[src/core/cmc_pkg.sv]
// constants and decode helpers for the clock multiplier control block
// assumes a byte-wide special-function register port in the system clock domain
//
// Behaviour
// enable bit seven switches multiplier on/off
// init bit reads 0; write 1 starts lock
// read-only ready flag shows lock achieved
// scale field bits 4:2 picks output factor
// odd scale settings give asymmetric duty cycle
// select field bits 1:0 picks base clock
// times-two base ignores the scale field
// software keeps system clock within 50 MHz
// crystal mode claims pins P0.2 and P0.3
// capacitor, RC, CMOS modes claim P0.3 only
// software makes crossbar skip oscillator pins
// software sets oscillator pins analog input
// CMOS mode pin is digital input
// bring-up: zero, configure, enable, wait, init, poll
// external source stable before init is set
// writing zero returns multiplier disabled and unlocked
package cmc_pkg;

    ////////////////////////////////////////////////////////////////////////////
    // register map
    localparam logic [7:0] CMC_CTRL_ADDR = 8'h97;
    localparam logic [7:0] CMC_CTRL_RESET = 8'h00;

    localparam int CMC_EN_BIT = 7;
    localparam int CMC_INIT_BIT = 6;
    localparam int CMC_RDY_BIT = 5;
    localparam int CMC_SCALE_MSB = 4;
    localparam int CMC_SCALE_LSB = 2;
    localparam int CMC_SEL_MSB = 1;
    localparam int CMC_SEL_LSB = 0;

    // select field: bit 0 picks external source, bit 1 picks times four
    localparam int CMC_SEL_EXT_BIT = 0;
    localparam int CMC_SEL_X4_BIT = 1;

    // scale numerator is always two; denominator two means factor one
    localparam logic [2:0] CMC_DENOM_UNITY = 3'h2;

    ////////////////////////////////////////////////////////////////////////////
    // external oscillator mode codes, as held by the oscillator control register
    localparam logic [2:0] CMC_XMODE_OFF = 3'h0;
    localparam logic [2:0] CMC_XMODE_CMOS = 3'h2;
    localparam logic [2:0] CMC_XMODE_CMOS_DIV2 = 3'h3;
    localparam logic [2:0] CMC_XMODE_RC = 3'h4;
    localparam logic [2:0] CMC_XMODE_CAP = 3'h5;
    localparam logic [2:0] CMC_XMODE_XTAL = 3'h6;
    localparam logic [2:0] CMC_XMODE_XTAL_DIV2 = 3'h7;

    ////////////////////////////////////////////////////////////////////////////
    // timing
    localparam int CMC_CLK_PERIOD_PS = 25000;
    localparam int CMC_SETTLE_TIME_NS = 5000;
    localparam int CMC_SETTLE_CYCLES =
        (CMC_SETTLE_TIME_NS * 1000 + CMC_CLK_PERIOD_PS - 1) / CMC_CLK_PERIOD_PS;
    localparam int CMC_LOCK_TIME_NS = 20000;
    localparam int CMC_LOCK_CYCLES =
        (CMC_LOCK_TIME_NS * 1000 + CMC_CLK_PERIOD_PS - 1) / CMC_CLK_PERIOD_PS;

    typedef enum logic [1:0] {
        CMC_OFF,
        CMC_ENABLED,
        CMC_LOCKING,
        CMC_LOCKED
    } cmc_state_type;

    // effective divider; used by the scaler path and the status outputs
    function automatic logic [2:0] cmc_denom(input logic [2:0] scale, input logic x4);
        if (!x4 || scale < 3'h3) begin
            return CMC_DENOM_UNITY;
        end
        return scale;
    endfunction

    function automatic logic cmc_mode_one_pin(input logic [2:0] mode);
        return (mode == CMC_XMODE_CMOS) || (mode == CMC_XMODE_CMOS_DIV2) ||
               (mode == CMC_XMODE_RC) || (mode == CMC_XMODE_CAP);
    endfunction

endpackage

[src/core/cmc_scaler.sv]
// output scaler: passes two of every N base ticks, N from 2 to 7
// assumes base ticks are single-cycle strobes in the system clock domain
module cmc_scaler
    import cmc_pkg::*;
(
    // clock and reset
    input wire logic clk_i,
    input wire logic sys_rst_i,
    // control
    input wire logic run_i,
    input wire logic [2:0] denom_i,
    input wire logic base_tick_i,
    // output
    output logic tick_o
);

    logic [3:0] acc_q;
    logic [3:0] acc_d;
    logic tick_q;
    logic tick_d;
    wire logic [3:0] sum = acc_q + 4'h2;
    wire logic hit = sum >= {1'b0, denom_i};

    // pulses bunch up for odd N, so the output is not half high half low
    always_comb begin
        acc_d = acc_q;
        tick_d = 1'b0;
        if (!run_i) begin
            acc_d = 4'h0;
        end else if (base_tick_i) begin
            acc_d = hit ? sum - {1'b0, denom_i} : sum;
            tick_d = hit;
        end
    end

    always_ff @(posedge clk_i) begin
        if (sys_rst_i) begin
            acc_q <= 4'h0;
            tick_q <= 1'b0;
        end else begin
            acc_q <= acc_d;
            tick_q <= tick_d;
        end
    end

    assign tick_o = tick_q;

endmodule

[src/core/cmc_top.sv]
// clock multiplier control register, lock sequencing, output scaling
// and external oscillator pin claims
// assumes a single-cycle byte register port and a base tick from the analog multiplier
module cmc_top
    import cmc_pkg::*;
#(
    parameter int LOCK_CYCLES = CMC_LOCK_CYCLES,
    parameter int SETTLE_CYCLES = CMC_SETTLE_CYCLES
)(
    // clock and reset
    input wire logic clk_i,
    input wire logic sys_rst_i,
    // register port
    input wire logic [7:0] sfr_addr_i,
    input wire logic sfr_wr_i,
    input wire logic sfr_rd_i,
    input wire logic [7:0] sfr_wdata_i,
    output logic [7:0] sfr_rdata_o,
    // oscillator side
    input wire logic [2:0] ext_osc_mode_i,
    input wire logic base_tick_i,
    // multiplier controls and status
    output logic mult_enable_o,
    output logic mult_init_pulse_o,
    output logic mult_locked_o,
    output logic mult_src_external_o,
    output logic mult_base_x4_o,
    output logic [2:0] mult_denom_o,
    output logic mult_clk_tick_o,
    output logic mult_settled_o,
    // port pin claims
    output logic osc_pin_a_claim_o,
    output logic osc_pin_b_claim_o,
    output logic osc_pin_b_digital_o
);

    ////////////////////////////////////////////////////////////////////////////
    // parameter checks

    // counters are sixteen bits wide; refuse counts they cannot hold
    if (LOCK_CYCLES < 1 || LOCK_CYCLES > 65535) begin : g_lock_range
        $error("lock count out of range");
    end
    if (SETTLE_CYCLES < 1 || SETTLE_CYCLES > 65535) begin : g_settle_range
        $error("settle count out of range");
    end

    ////////////////////////////////////////////////////////////////////////////
    // register decode

    cmc_state_type state_q;
    cmc_state_type state_d;
    logic enable_q;
    logic [2:0] scale_q;
    logic [1:0] sel_q;
    logic [15:0] lock_cnt_q;
    logic [15:0] lock_cnt_d;
    logic [15:0] settle_cnt_q;
    logic settled_q;
    logic init_pulse_q;
    logic [7:0] rdata_q;

    wire logic hit = sfr_addr_i == CMC_CTRL_ADDR;
    wire logic wr = hit && sfr_wr_i;
    wire logic rd = hit && sfr_rd_i;
    wire logic wr_en = sfr_wdata_i[CMC_EN_BIT];
    wire logic wr_init = sfr_wdata_i[CMC_INIT_BIT];
    wire logic [2:0] wr_scale = sfr_wdata_i[CMC_SCALE_MSB:CMC_SCALE_LSB];
    wire logic [1:0] wr_sel = sfr_wdata_i[CMC_SEL_MSB:CMC_SEL_LSB];

    // init only counts once the multiplier was already enabled before this write
    wire logic start_lock = wr && wr_en && wr_init && enable_q;
    wire logic locked = state_q == CMC_LOCKED;
    wire logic x4 = sel_q[CMC_SEL_X4_BIT];
    wire logic [2:0] denom = cmc_denom(scale_q, x4);

    wire logic [15:0] lock_last = 16'(LOCK_CYCLES - 1);
    wire logic [15:0] settle_last = 16'(SETTLE_CYCLES - 1);

    // init bit is never stored, so it always reads back as zero
    wire logic [7:0] rd_value = {enable_q, 1'b0, locked, scale_q, sel_q};

    ////////////////////////////////////////////////////////////////////////////
    // lock sequencer

    always_comb begin
        state_d = state_q;
        lock_cnt_d = lock_cnt_q;
        unique case (state_q)
            CMC_OFF: begin
                if (wr && wr_en) begin
                    state_d = CMC_ENABLED;
                end
            end
            CMC_ENABLED: begin
                if (start_lock) begin
                    state_d = CMC_LOCKING;
                    lock_cnt_d = 16'h0000;
                end
            end
            CMC_LOCKING: begin
                if (lock_cnt_q == lock_last) begin
                    state_d = CMC_LOCKED;
                end else begin
                    lock_cnt_d = lock_cnt_q + 16'h0001;
                end
            end
            CMC_LOCKED: begin
                // a new init request relocks from scratch
                if (start_lock) begin
                    state_d = CMC_LOCKING;
                    lock_cnt_d = 16'h0000;
                end
            end
        endcase
        // re-init inside LOCKING also restarts the count
        if (state_q == CMC_LOCKING && start_lock) begin
            lock_cnt_d = 16'h0000;
            state_d = CMC_LOCKING;
        end
        // clearing the enable drops lock at once, whatever the state
        if (wr && !wr_en) begin
            state_d = CMC_OFF;
            lock_cnt_d = 16'h0000;
        end
    end

    always_ff @(posedge clk_i) begin
        if (sys_rst_i) begin
            state_q <= CMC_OFF;
            lock_cnt_q <= 16'h0000;
        end else begin
            state_q <= state_d;
            lock_cnt_q <= lock_cnt_d;
        end
    end

    ////////////////////////////////////////////////////////////////////////////
    // control fields

    always_ff @(posedge clk_i) begin
        if (sys_rst_i) begin
            enable_q <= CMC_CTRL_RESET[CMC_EN_BIT];
            scale_q <= CMC_CTRL_RESET[CMC_SCALE_MSB:CMC_SCALE_LSB];
            sel_q <= CMC_CTRL_RESET[CMC_SEL_MSB:CMC_SEL_LSB];
            init_pulse_q <= 1'b0;
        end else begin
            init_pulse_q <= start_lock;
            if (wr) begin
                enable_q <= wr_en;
                scale_q <= wr_scale;
                sel_q <= wr_sel;
            end
        end
    end

    // enable settle timer; status only, the init is not held back by it
    always_ff @(posedge clk_i) begin
        if (sys_rst_i) begin
            settle_cnt_q <= 16'h0000;
            settled_q <= 1'b0;
        end else if (!enable_q || (wr && !wr_en)) begin
            settle_cnt_q <= 16'h0000;
            settled_q <= 1'b0;
        end else if (!settled_q) begin
            settled_q <= settle_cnt_q == settle_last;
            settle_cnt_q <= settle_cnt_q + 16'h0001;
        end
    end

    ////////////////////////////////////////////////////////////////////////////
    // read port; unmapped addresses and idle cycles read zero

    always_ff @(posedge clk_i) begin
        if (sys_rst_i) begin
            rdata_q <= 8'h00;
        end else begin
            rdata_q <= rd ? rd_value : 8'h00;
        end
    end

    ////////////////////////////////////////////////////////////////////////////
    // output scaling; the scaler only runs once locked

    cmc_scaler u_scaler (
        .clk_i(clk_i),
        .sys_rst_i(sys_rst_i),
        .run_i(locked),
        .denom_i(denom),
        .base_tick_i(base_tick_i),
        .tick_o(mult_clk_tick_o)
    );

    ////////////////////////////////////////////////////////////////////////////
    // oscillator pin claims; crossbar skip and pin modes stay with software

    logic pin_a_q;
    logic pin_b_q;
    logic pin_b_dig_q;
    wire logic mode_xtal = (ext_osc_mode_i == CMC_XMODE_XTAL) ||
                           (ext_osc_mode_i == CMC_XMODE_XTAL_DIV2);
    wire logic mode_one = cmc_mode_one_pin(ext_osc_mode_i);
    wire logic mode_cmos = (ext_osc_mode_i == CMC_XMODE_CMOS) ||
                           (ext_osc_mode_i == CMC_XMODE_CMOS_DIV2);

    always_ff @(posedge clk_i) begin
        if (sys_rst_i) begin
            pin_a_q <= 1'b0;
            pin_b_q <= 1'b0;
            pin_b_dig_q <= 1'b0;
        end else begin
            pin_a_q <= mode_xtal;
            pin_b_q <= mode_xtal || mode_one;
            pin_b_dig_q <= mode_cmos;
        end
    end

    ////////////////////////////////////////////////////////////////////////////
    // outputs

    assign sfr_rdata_o = rdata_q;
    assign mult_enable_o = enable_q;
    assign mult_init_pulse_o = init_pulse_q;
    assign mult_locked_o = locked;
    assign mult_src_external_o = sel_q[CMC_SEL_EXT_BIT];
    assign mult_base_x4_o = x4;
    assign mult_denom_o = denom;
    assign mult_settled_o = settled_q;
    assign osc_pin_a_claim_o = pin_a_q;
    assign osc_pin_b_claim_o = pin_b_q;
    assign osc_pin_b_digital_o = pin_b_dig_q;

endmodule

[config.mk]
export PLATFORM = sky130hd
export DESIGN_NAME = cmc_top
export DESIGN_NICKNAME = d
export VERILOG_FILES = /design/src/core/cmc_pkg.sv /design/src/core/cmc_scaler.sv /design/src/core/cmc_top.sv
export SDC_FILE = /design/constraint.sdc
export NUM_CORES = 1
export LEC_CHECK = 0
export BUFFER_PORTS_ARGS = -buffer_cell sky130_fd_sc_hd__buf_2
export CAP_MARGIN = 15
export CORE_UTILIZATION = 45
export CTS_BUF_LIST = sky130_fd_sc_hd__clkbuf_8
export DETAILED_ROUTE_END_ITERATION = 8
export PLACE_DENSITY = 0.77
export SLEW_MARGIN = 30
export SYNTH_ARGS = -nofsm -noshare
export SYNTH_HDL_FRONTEND = slang
export SYNTH_SLANG_ARGS = --single-unit
[constraint.sdc]
create_clock -name clk_i -period 5.2 [get_ports clk_i]
set_input_delay 1.04 -clock clk_i [delete_from_list [all_inputs] [get_ports clk_i]]
set_output_delay 1.04 -clock clk_i [all_outputs]
set_load 0.01 [all_outputs]
### Yosys cells after proc, flatten, opt, wreduce, memory -nomap -nowiden

Cells that the tools add are included.

| word-level totals | value |
|---|---|
| register bits | 58 |
| memories kept | 0 |
| memory bits (read-only) | 0 |
| bits in latches | 0 |
| word-level logic and storage cells | 86 |
| output and inout port bits | 21 |
| input bits | 24 |
| bits in writable memories | 0 |

| operators by class | value |
|---|---|
| reductions and logical operators | 29 |
| $mul | 0 |
| equality and inequality tests | 19 |
| order comparisons | 2 |
| shifts and indexed selects | 0 |
| add/subtract/negate cells | 4 |
| muxes and demuxes | 13 |
| bitwise gates (word level) | 3 |
| divide/modulo/power cells | 0 |

Operator list:

| cell | count |
|---|---|
| adder 16 x 1 -> 16 bit, second input constant | 2 |
| two-way mux 16 bit | 2 |
| one-hot mux 16 bit (2 select lines) | 1 |
| equality test 16 x 10 -> 1 bit, second input constant | 1 |
| equality test 16 x 8 -> 1 bit, second input constant | 1 |
| equality test 3 bit, second input constant | 4 |
| OR reduction 2 bit | 5 |
| AND reduction 3 bit | 3 |
| equality test 8 bit, second input constant | 1 |
| two-way mux 2 bit | 4 |
| logical AND 1 bit | 7 |
| logical OR 1 bit | 7 |
| equality test 3 x 2 -> 1 bit, second input constant | 2 |
| two-way mux 3 bit | 2 |
| inequality test 2 bit, second input constant | 3 |
| one-hot mux 2 bit (3 select lines) | 1 |
| OR reduction 3 bit | 2 |
| adder 4 x 2 -> 4 bit, second input constant | 1 |
| equality test 2 bit, second input constant | 2 |
| >= comparator 4 x 3 -> 1 bit | 1 |
| two-way mux 4 bit | 1 |
| subtractor 4 x 3 -> 4 bit | 1 |
| logical NOT 1 bit | 3 |
| < comparator 3 x 2 -> 1 bit, second input constant | 1 |
| other kinds (9) | 12 |

### Logic depth before layout (Yosys ltp)

Gate-level depths: netlist of run 1.

| logic depth | value |
|---|---|
| word-level depth | 8 |
| depth in mapped cells | 9 |

### Cells and area by module

From an unflattened synthesis of run 1, not the netlist that was laid out.

| second synthesis, totals | value |
|---|---|
| cells, all modules | 273 |
| area total of the unflattened synthesis | 2598.7 µm² |

By module, submodules not included:

| module | seq. area each (µm²) | times used | area an instance (µm²) | cells an instance |
|---|---|---|---|---|
| cmc_top | 1041.0 | 1 | 2218.4 | 232 |
| cmc_scaler | 100.1 | 1 | 380.4 | 41 |

### Least setup slack after synthesis of run 1

Ideal clock, no wire load.

| timing | value |
|---|---|
| path type | input to register |
| from | input port sfr_addr_i[6] |
| to | register lock_cnt_q[15] |
| arrival | 2.179 ns |
| data required time | 5.130 ns |
| stages | 6 |
| buffers on the path | 1 |
| slack | 2.951 ns |
| cells stage by stage | and4bb_2 -> and4_1 -> buf_4 -> nor2_2 -> or3_1 -> a21oi_1 |

| between the ends | value |
|---|---|
| word-level cells in the longest chain between the ends | 7 |
| elaborated cells between the ends (all ways) | 10 |
| those cells by class | eq/ne: 2; reduce/logical: 8 |

RTL lines:

| element | RTL line | text |
|---|---|---|
| start: declaration | cmc_top.sv:14 | `input wire logic [7:0] sfr_addr_i,` |
| equality test 8 bit * | cmc_top.sv:63 | `wire logic hit = sfr_addr_i == CMC_CTRL_ADDR;` |
| logical AND 1 bit * | cmc_top.sv:64 | `wire logic wr = hit && sfr_wr_i;` |
| logical AND 1 bit (3 in series) | cmc_top.sv:72 | `wire logic start_lock = wr && wr_en && wr_init && enable_q;` |
| inequality test 2 x 1 -> 1 bit (no line) / logical AND 1 bit (equally long branches) | -- |  |
| AND reduction 3 bit (no line) / OR reduction 3 bit (equally long branches) | -- |  |
| end signal: assignment | cmc_top.sv:134 | `lock_cnt_q <= lock_cnt_d;` |
| end: declaration | cmc_top.sv:56 | `logic [15:0] lock_cnt_q;` |

Every way passes the cells marked *; elsewhere a longest branch is shown, timed or not.
A chain may end at the register's enable or synchronous reset.

### Worst setup path in the final report of run 1

| timing | value |
|---|---|
| from | input port sfr_addr_i[3] |
| to | register settle_cnt_q[3] |

| between the ends | value |
|---|---|
| word-level cells in the longest chain between the ends | 5 |

RTL lines:

| element | RTL line | text |
|---|---|---|
| equality test 8 bit | cmc_top.sv:63 |  |
| logical AND 1 bit | cmc_top.sv:64 |  |
| logical AND 1 bit | cmc_top.sv:162 | `end else if (!enable_q \|\| (wr && !wr_en)) begin` |
| logical OR 1 bit | cmc_top.sv:162 |  |
| OR reduction 2 bit (no line) | -- |  |
| end signal: assignment | cmc_top.sv:167 | `settle_cnt_q <= settle_cnt_q + 16'h0001;` |
| end: declaration | cmc_top.sv:58 | `logic [15:0] settle_cnt_q;` |

No other way between the ends.

==> results by group, run 1 <==
Outcome
  – Status: complete, no violations

Synth
  – Post-Syn Area: 2640 um2
  – Predominant post-synthesis flop cell: dfxtp_1
  – Sequential-to-total area share from yosys stat: 43.3%
  – Count leader, synth: dfxtp_1
  – Mapped Avg Cell Area: 8.85 um2
  – Top cell type by total area after synthesis: dfxtp_1
  – Syn nets: 329
  – Post-synthesis instance total: 298
  – Top cell type's share of synthesized area: 43.3%
  – Synth top cells by count: dfxtp_1 (57), nor2_1 (38), nand2_1 (31)
  – Synth async-reset ratio: 0%
  – Synth warn: 0
  – Post-synth EDFFs: 0
  – Ranking of synthesized cells by area: dfxtp_1 (43%), nor2_1 (5.4%), xor2_1 (5.3%), nand2_1 (4.4%), a21oi_1 (3.0%)
  – Cell variety after synth: 52
  – FF+latch count, synth: 57

Critical path
  – Crit-path leading delay family: simple AND/OR/NAND/NOR gates
  – Critical Setup Path Class: in2reg
  – Critical-path cell list: buf_2, and4b_1, nand3_2, o211ai_2, nor2_1
  – Max stage delay on crit path: 650 ps
  – Crit path max fanout: 17
  – Worst Setup End Kind: register
  – Worst EP required: 5390 ps
  – Worst EP arrival: 2480 ps
  – Worst path bufs/invs: 1
  – Slowest cell on crit path: o211ai_2
  – Startpoint class of the critical path: input port

Drt
  – Final antenna-violating net count: 0
  – Vias per Instance: 5.42
  – Routed wire length: 5520 um
  – DR top layer: met4
  – DR WL met3: 234 um
  – DRC Markers: 0
  – TritonRoute pass-1 iters: 4
  – WL per Instance: 13.2 um
  – Metal-1 WL: 2470 um
  – Met2 wire len: 2650 um
  – Vias: 2,261
  – Initial DRC Count: 115

Floorplan
  – Die width: 78.6 um
  – Die height: 78.6 um
  – CORE AREA: 5570 um2
  – Die footprint: 6170 um2
  – Count of boundary I/O pins: 45
  – Initial Util: 47.3%
  – FP Rows: 27

Timing
  – Final Hold Slack: 470 ps
  – Fin crit period: 2290 ps
  – Final Max Slew Viols: 0
  – Peak Freq: 0.437 GHz
  – Final Skew: 9.46 ps
  – Slew @ Worst Pin: 724 ps
  – RSZ-0062 raised after global routing: false
  – Slew HR: 51.6%
  – Setup TNS: 0 ps
  – # setup viols final: 0
  – Crit share post-route: 44.0%
  – Hold Vio Cnt, Final: 0

Layout
  – Filler cells: 504
  – Nets: 371
  – Fraction of layout cells with a size suffix above 1: 19.4%
  – Diode count: 0
  – Area Overhead vs Synth: 17.7%
  – Design Area, Final: 3110 um2

CTS
  – Reg clk slew, reported paths: 60 ps
  – Num CTS Buffers: 9
  – CTS tree: built
  – Post-CTS resize count: 0
  – Root buffer cell: clkbuf_8
  – Hold Buf Count CTS: 0
  – Worst-Skew Late Latency: 340 ps
  – Setup bufs post-CTS: 0
  – # clock sinks: 57
  – H-tree depth: 3
  – Bufs on Longest Clock Path: 2

Pwr
  – PwrDens: 293 nW/um2
  – VDD IR-drop max: 156 uV
  – Leak: 1.27 nW
  – Overall power: 0.911 mW

Global routing
  – GRT Util Overall: 19.9%
  – First-pass GRT wire length: 9520 um
  – Number of global-route vias before repair: 2,191
  – Largest net degree at the start of global routing: 18
  – Initial antenna violation count: 0
  – GRT overflow: 0

Min path
  – Type of the worst min-delay path: reg2reg

Place
  – Port buffer count: 41
  – Placed Area: 2880 um2
  – Hpwl dp: 3900 um
  – Gpl congestion: 0.802

Run
  – Maxcap violations: 0
[path summary, 6_finish.rpt]
| check | end | startpoint | slack, ps | cells past startpoint |
|---|---|---|---|---|
| worst max-delay path | settle_cnt_q[3]$_SDFFE_PP0N_ | sfr_addr_i[3] | 2910 | 5 |
| worst min register to register | scale_q[0]$_SDFFE_PP0N_ | scale_q[0]$_SDFFE_PP0N_ | 470 | 2 |
| worst min-delay path | scale_q[0]$_SDFFE_PP0N_ | scale_q[0]$_SDFFE_PP0N_ | 470 | 2 |
| worst max register to register | u_scaler.acc_q[1]$_SDFFE_PP0P_ | sel_q[1]$_SDFFE_PP0N_ | 3040 | 9 |
[power breakdown]
part | switching [mW] | internal [mW]
Sequential | 0.000261 | 0.438
Clock | 0.183 | 0.269
Combinational | 0.0120 | 0.00910
Total | 0.195 | 0.716
[stage by stage]
stage | utilization (%) | setup WS [ps] | std cells
floorplan | - | 2950 | 298
global placement | 51.7 | 2610 | 401
detailed placement | 51.7 | 2600 | 401
CTS | 55.6 | 2840 | 417
global route | 55.7 | 2750 | 417
finish | 55.7 | 2910 | 417
[worst reg2reg max path, stage by stage, from the launching register on]
cell and delay, ps:
dfxtp_1 380, nand2_1 120, nor2_1 150, inv_1 100
fa_1 440, a21bo_2 200, a211o_1 230, mux2i_1 250
mux2i_1 120, nor2_1 100
[area by class of cell]
| class | count | area [um2] | area share, % |
|---|---|---|---|
| Clock inverter | 7 | 93.8 | 3.02 |
| Sequential cell | 57 | 1140 | 36.7 |
| Tap cell | 72 | 90.1 | 2.90 |
| Clock buffer | 9 | 124 | 3.99 |
| Timing Repair Buffer | 41 | 205 | 6.61 |
| Multi-Input combinational cell | 224 | 1430 | 45.9 |
| Inverter | 7 | 26.3 | 0.846 |
[logic make-up (layout without fill, tap and decap cells)]
group	count (synthesis)	in the layout	synth area share, %
compound gates	47	47	11.9
xor+xnor	22	22	7.31
fa+ha+maj	7	7	3.61
buf+inv	17	64	2.99
flops	57	57	43.3
mux	5	5	1.90
other cells	1	1	0.142
simple gates	142	142	28.9
[registers in the layout, summed over array words and instances, names as in the netlist]
| signal | count |
|---|---|
| sfr_rdata_o | 7 |
| osc_pin_b_digital_o | 1 |
| sel_q | 2 |
| mult_settled_o | 1 |
| mult_init_pulse_o | 1 |
| lock_cnt_q | 16 |
| scale_q | 3 |
| state_q | 2 |
| settle_cnt_q | 16 |
| osc_pin_a_claim_o | 1 |
| u_scaler.acc_q | 4 |
| mult_enable_o | 1 |
| osc_pin_b_claim_o | 1 |
| u_scaler.tick_o | 1 |
[per-layer routing]
layer  global-route usage (%)  vias up
met5                        0        -
met4                     10.6        0
met3                     6.05       13
met2                     32.8       54
met1                     23.0     1062
li1                         -     1132
[layout by cell type (no fill, tap or decap), types with 8 or more instances in the layout]
cell      netlist  layout
o21ai_0         8       8
buf_2           6      41
xor2_1         16      16
nand2_1        31      31
clkbuf_8        0       9
nor2_1         38      38
dfxtp_1        57      57
and2_1         10      10
nand4_1         8       8
and3_1          8       8
a21oi_1        16      16
Note: power is estimated with default switching activity, not from simulation.
==> run 2, diff against run 1 <==
ABC_AREA = 1   (was not set)
PLACE_DENSITY = 0.79   (was 0.77)
clock period = 1.9 ns   (was 5.2 ns; I/O delays follow)
==> run 2 against run 1 <==
- sequential share of layout area down 5.4 points
- sequential cell count unchanged
- clock-buffer cell count increased by 1
- register-to-register slack lost 2900 ps
- core utilization rose by 0.70 points
- power rose to 2.7 times the previous value
- clock power rose to 2.7 times the previous value
- non-clock buffer count rose by 14
- critical path depth increased by 5
- largest power group unchanged
==> results by group, run 2 <==
Outcome
  – Status: complete, no violations

Place
  – Hpwl dp: 4720 um
  – Gpl congestion: 0.883
  – Placement Setup Slack: -10.1 ps
  – Placed Cells: 545
  – Port buffer count: 41

Global routing
  – Initial antenna violation count: 0
  – Number of global-route vias before repair: 2,660
  – GRT Util Overall: 19.6%
  – First-pass GRT wire length: 11,300 um
  – Largest net degree at the start of global routing: 17
  – GRT overflow: 0

Synth
  – Cell variety after synth: 37
  – Syn nets: 453
  – Top cell type by total area after synthesis: dfxtp_1
  – Synth warn: 0
  – Post-synth EDFFs: 0
  – Predominant post-synthesis flop cell: dfxtp_1
  – Ranking of synthesized cells by area: dfxtp_1 (37%), nand2_1 (12%), nor2_1 (6.9%), inv_1 (5.8%), nand3_1 (4.6%)
  – Mapped Avg Cell Area: 7.23 um2
  – Top cell type's share of synthesized area: 37.4%
  – Synth top cells by count: nand2_1 (94), dfxtp_1 (57), nor2_1 (56)
  – Sequential-to-total area share from yosys stat: 37.4%
  – FF+latch count, synth: 57
  – Synth async-reset ratio: 0%
  – Post-synthesis instance total: 422
  – Count leader, synth: nand2_1
  – Post-Syn Area: 3050 um2

Layout
  – Most common cell after layout, fill and taps aside: nand2_1
  – Diode count: 0
  – Most frequent cells in the layout: nand2_1 (94), dfxtp_1 (57), nor2_1 (54)
  – Filler cells: 557
  – Area Overhead vs Synth: 19.3%
  – Util after Layout: 56.4%
  – Final non-filler cell total: 561
  – Nets: 511
  – Fraction of layout cells with a size suffix above 1: 23.1%

Floorplan
  – Count of boundary I/O pins: 45
  – FP Rows: 29
  – Initial Util: 47.3%
  – Die height: 84.4 um
  – Die footprint: 7120 um2
  – CORE AREA: 6460 um2
  – Die width: 84.4 um

Drt
  – Routed wire length: 6500 um
  – Vias: 2,853
  – Vias per Instance: 5.09
  – DRC Markers: 0
  – TritonRoute pass-1 iters: 6
  – Initial DRC Count: 180
  – WL per Instance: 11.6 um
  – Final antenna-violating net count: 0

CTS
  – Num CTS Buffers: 9
  – Root buffer cell: clkbuf_8
  – CTS tree: built
  – # clock sinks: 57
  – H-tree depth: 3
  – Bufs on Longest Clock Path: 2
  – Worst-Skew Late Latency: 340 ps
  – Hold Buf Count CTS: 0
  – Reg clk slew, reported paths: 60 ps

Pwr
  – Int Pwr: 1.98 mW
  – PwrDens: 683 nW/um2
  – Switching share of power: 20.3%
  – Comb pwr share: 2.7%
  – Leak: 1.46 nW
  – VDD IR-drop max: 424 uV
  – Seq pwr share: 48.2%
  – P_sw: 0.505 mW
  – Clock network fraction of total power: 49.1%

Critical path
  – Worst EP required: 2130 ps
  – Worst Setup End Kind: register
  – Startpoint class of the critical path: register
  – Critical Setup Path Class: reg2reg
  – R2R Setup Slk: 130 ps
  – Crit path max fanout: 3
  – Worst EP arrival: 2000 ps

Run
  – Maxcap violations: 0

Timing
  – # setup viols final: 0
  – Final Max Slew Viols: 0
  – Fin crit period: 1770 ps
  – Hold Vio Cnt, Final: 0
  – Final WS setup: 130 ps
  – Peak Freq: 0.565 GHz
  – Setup TNS: 0 ps
  – Crit share post-route: 93.1%
  – Final Skew: 5.03 ps

Min path
  – Type of the worst min-delay path: in2reg
-- run 2: final timing paths --
kind / end / cells after the start / startpoint
worst min-delay path: osc_pin_b_digital_o$_SDFF_PP0_ / 2 / ext_osc_mode_i[2]
worst max register to register: u_scaler.acc_q[2]$_SDFFE_PP0P_ / 10 / sel_q[1]$_SDFFE_PP0N_
worst max-delay path: u_scaler.acc_q[2]$_SDFFE_PP0P_ / 10 / sel_q[1]$_SDFFE_PP0N_
worst min register to register: sfr_rdata_o[4]$_SDFF_PP0_ / 2 / scale_q[2]$_SDFFE_PP0N_
-- run 2: routing by layer --
| layer | wire [um] | GRT usage [%] |
|---|---|---|
| met1 | 3060 | 23.3 |
| met2 | 2960 | 33.2 |
| met3 | 353 | 4.62 |
| met4 | 129 | 9.86 |
| met5 | 0 | 0 |
-- run 2: per-stage QoR --
step	power [mW]	area [um2]	hold WS (ps)
2_1_floorplan	1.26	3060	452
3_3_place_gp	1.29	3410	445
3_5_place_dp	1.29	3410	462
4_1_cts	2.51	3620	195
5_1_grt	2.56	3640	206
6_report	2.49	3640	207
-- run 2: repair_timing --
item                       4_1_cts  5_1_grt
gates resized for setup          1        6
setup endpoints to repair        2        5
buffers inserted                 0        1
pin swaps                        0        2
-- run 2: final cells by class --
class,count,area [um2],area share (%)
clock buffer,10,138,3.78
sequential,57,1140,31.3
tap,77,96.3,2.64
inverter,52,195,5.36
timing repair buffer,55,335,9.20
multi-input combinational,305,1670,45.7
clock inverter,5,72.6,1.99
-- run 2: power by group through the flow --
stage                     logic (mW)  registers, mW  clock network [mW]
final                         0.0673           1.20                1.22
after global routing          0.0746           1.20                1.29
after CTS                     0.0674           1.20                1.24
after detailed placement      0.0670           1.23                   0
after global placement        0.0653           1.23                   0
after floorplan               0.0276           1.23                   0
-- run 2: cells by family (layout without fill, tap and decap cells) --
group           count (synthesis)  after routing  synth area share (%)
fa+ha+maj                       7              7                  3.11
simple gates                  226            226                  35.8
compound gates                 58             58                  11.2
xor+xnor                       13             13                  3.73
other cells                     1              1                 0.123
flops                          57             57                  37.4
buf+inv                        60            122                  8.61
-- run 2: worst max-delay path, stage by stage, from the launching register on --
cell,delay [ps]
dfxtp_1,360
nand2_1,90
nor2_2,140
inv_1,80
fa_2,400
buf_4,140
xnor2_1,110
o21ai_0,90
nand3_1,100
o211ai_1,90
inv_1,50
==> run 3, diff against run 2 <==
MAX_ROUTING_LAYER = met4   (was not set)
PLACE_DENSITY = 0.76   (was 0.79)
clock period = 1.7 ns   (was 1.9 ns; I/O delays follow)
==> run 3 against run 2 <==
- the run now ends with design-rule violations, negative setup slack left
- register-to-register slack worse by 160 ps
- core utilization grew 3.4 points
- combinational power is 17% higher
- sequential share of layout area down 1.5 points
- clock-buffer cell count stayed put
==> results by group, run 3 (synthesized netlist as in run 2, its figures left out) <==
Outcome
  – Status: complete, but fails checks
  – Failing checks: design-rule violations, negative setup slack

Layout
  – Util after Layout: 59.8%
  – Diode count: 0
  – Nets: 532
  – Area Overhead vs Synth: 26.4%
  – Most common cell after layout, fill and taps aside: nand2_1
  – Most frequent cells in the layout: nand2_1 (93), nor2_1 (53), dfxtp_1 (52)
  – Filler cells: 543
  – Final non-filler cell total: 583
  – Fraction of layout cells with a size suffix above 1: 29.8%

Drt
  – Vias per Instance: 5.12
  – TritonRoute pass-1 iters: 7
  – DRC Markers: 3
  – Routed wire length: 7050 um
  – Vias: 2,985
  – Final antenna-violating net count: 0
  – WL per Instance: 12.1 um
  – Initial DRC Count: 171

Place
  – Placed Cells: 553
  – Hpwl dp: 4960 um
  – Port buffer count: 41
  – Gpl congestion: 0.897

Critical path
  – Critical Setup Path Class: reg2reg
  – Worst EP required: 1980 ps
  – Slowest cell on crit path: ha_1
  – Worst EP arrival: 2010 ps
  – Crit-path leading delay family: adder cells
  – Critical-path cell list: ha_1, ha_4, nand2_1, o21ai_0, xor2_1, nand2_1, nand2_1
  – Startpoint class of the critical path: register
  – Crit path max fanout: 4
  – Max stage delay on crit path: 340 ps
  – Worst path bufs/invs: 0
  – Most used cell, CP: nand2_1
  – Worst Setup End Kind: register

Floorplan
  – Count of boundary I/O pins: 45
  – Die footprint: 7120 um2
  – Die height: 84.4 um
  – Initial Util: 47.3%
  – CORE AREA: 6460 um2
  – FP Rows: 29
  – Die width: 84.4 um

CTS
  – CTS tree: built
  – Hold Buf Count CTS: 0
  – Bufs on Longest Clock Path: 2
  – Reg clk slew, reported paths: 70 ps
  – Num CTS Buffers: 9
  – Root buffer cell: clkbuf_8
  – H-tree depth: 3
  – # clock sinks: 57
  – Worst-Skew Late Latency: 340 ps

Min path
  – Type of the worst min-delay path: in2reg

Timing
  – Crit share post-route: 102%
  – Final WS setup: -30.5 ps
  – RSZ-0062 raised after global routing: true
  – # setup viols final: 3
  – Hold Vio Cnt, Final: 0
  – Final Skew: 8.12 ps
  – Slew @ Worst Pin: 638 ps
  – Peak Freq: 0.578 GHz
  – Fin crit period: 1730 ps
  – Final Max Slew Viols: 0
  – Slew HR: 57.3%

Pwr
  – Leak: 1.57 nW
  – VDD IR-drop max: 692 uV
  – PwrDens: 666 nW/um2

Global routing
  – Largest net degree at the start of global routing: 18
  – Initial antenna violation count: 0
  – GRT Util Overall: 21.1%
  – Number of global-route vias before repair: 2,841
  – First-pass GRT wire length: 11,800 um
  – GRT overflow: 0

Run
  – Maxcap violations: 0
-- run 3: final cells by class --
| class | count | area, um2 | share of cell area, % |
|---|---|---|---|
| repair buffers | 75 | 485 | 12.6 |
| well taps | 77 | 96.3 | 2.50 |
| clock buffers | 10 | 138 | 3.57 |
| inverters | 52 | 195 | 5.06 |
| clock inverters | 6 | 42.5 | 1.10 |
| multi-input cells | 306 | 1750 | 45.4 |
| flip-flops and latches | 57 | 1150 | 29.8 |
-- run 3: timing repair --
item / in CTS / in global routing
cloned: 0 / 1
buffers inserted: 2 / 11
pin swaps: 8 / 8
gates resized for setup: 5 / 15
endpoints found under the setup margin: 4 / 20
-- run 3: routing by layer --
| metal | track usage (%) | routed length (um) | part of all wire [%] | up-vias |
|---|---|---|---|---|
| met5 | - | 0 | 0 | - |
| met4 | 9.71 | 135 | 1.9 | 0 |
| li1 | - | - | - | 1522 |
| met2 | 34.7 | 3340 | 47 | 100 |
| met3 | 5.90 | 447 | 6.3 | 13 |
| met1 | 23.9 | 3130 | 44 | 1350 |
-- run 3: final timing paths --
kind	cells after the start	slack, ps	start	to
worst min register to register	2	460	sel_q[0]$_SDFFE_PP0N_	sfr_rdata_o[0]$_SDFF_PP0_
worst max-delay path	7	-30	u_scaler.acc_q[1]$_SDFFE_PP0P_	u_scaler.acc_q[3]$_SDFFE_PP0P_
worst min-delay path	2	170	ext_osc_mode_i[2]	osc_pin_b_digital_o$_SDFF_PP0_
worst max register to register	7	-30	u_scaler.acc_q[1]$_SDFFE_PP0P_	u_scaler.acc_q[3]$_SDFFE_PP0P_
-- run 3: where the power goes --
group / internal [mW] / switching [mW]
clock network: 0.570 / 0.583
registers: 1.34 / 0.00145
logic: 0.0354 / 0.0433
total: 1.94 / 0.628
-- run 3: stage by stage --
stage                     hold WS [ps]  instance area [um2]  TNS (ps)  worst slack, ps  total power [mW]
after floorplan                    412                 3080         0             20.1              1.40
after global placement             445                 3480   -0.0787          -0.0787              1.45
after detailed placement           461                 3480      -193            -53.4              1.45
after CTS                          157                 3700     -23.6            -11.9              2.59
after global routing               170                 3860      -358             -135              2.66
final                              174                 3860     -75.8            -30.5              2.57
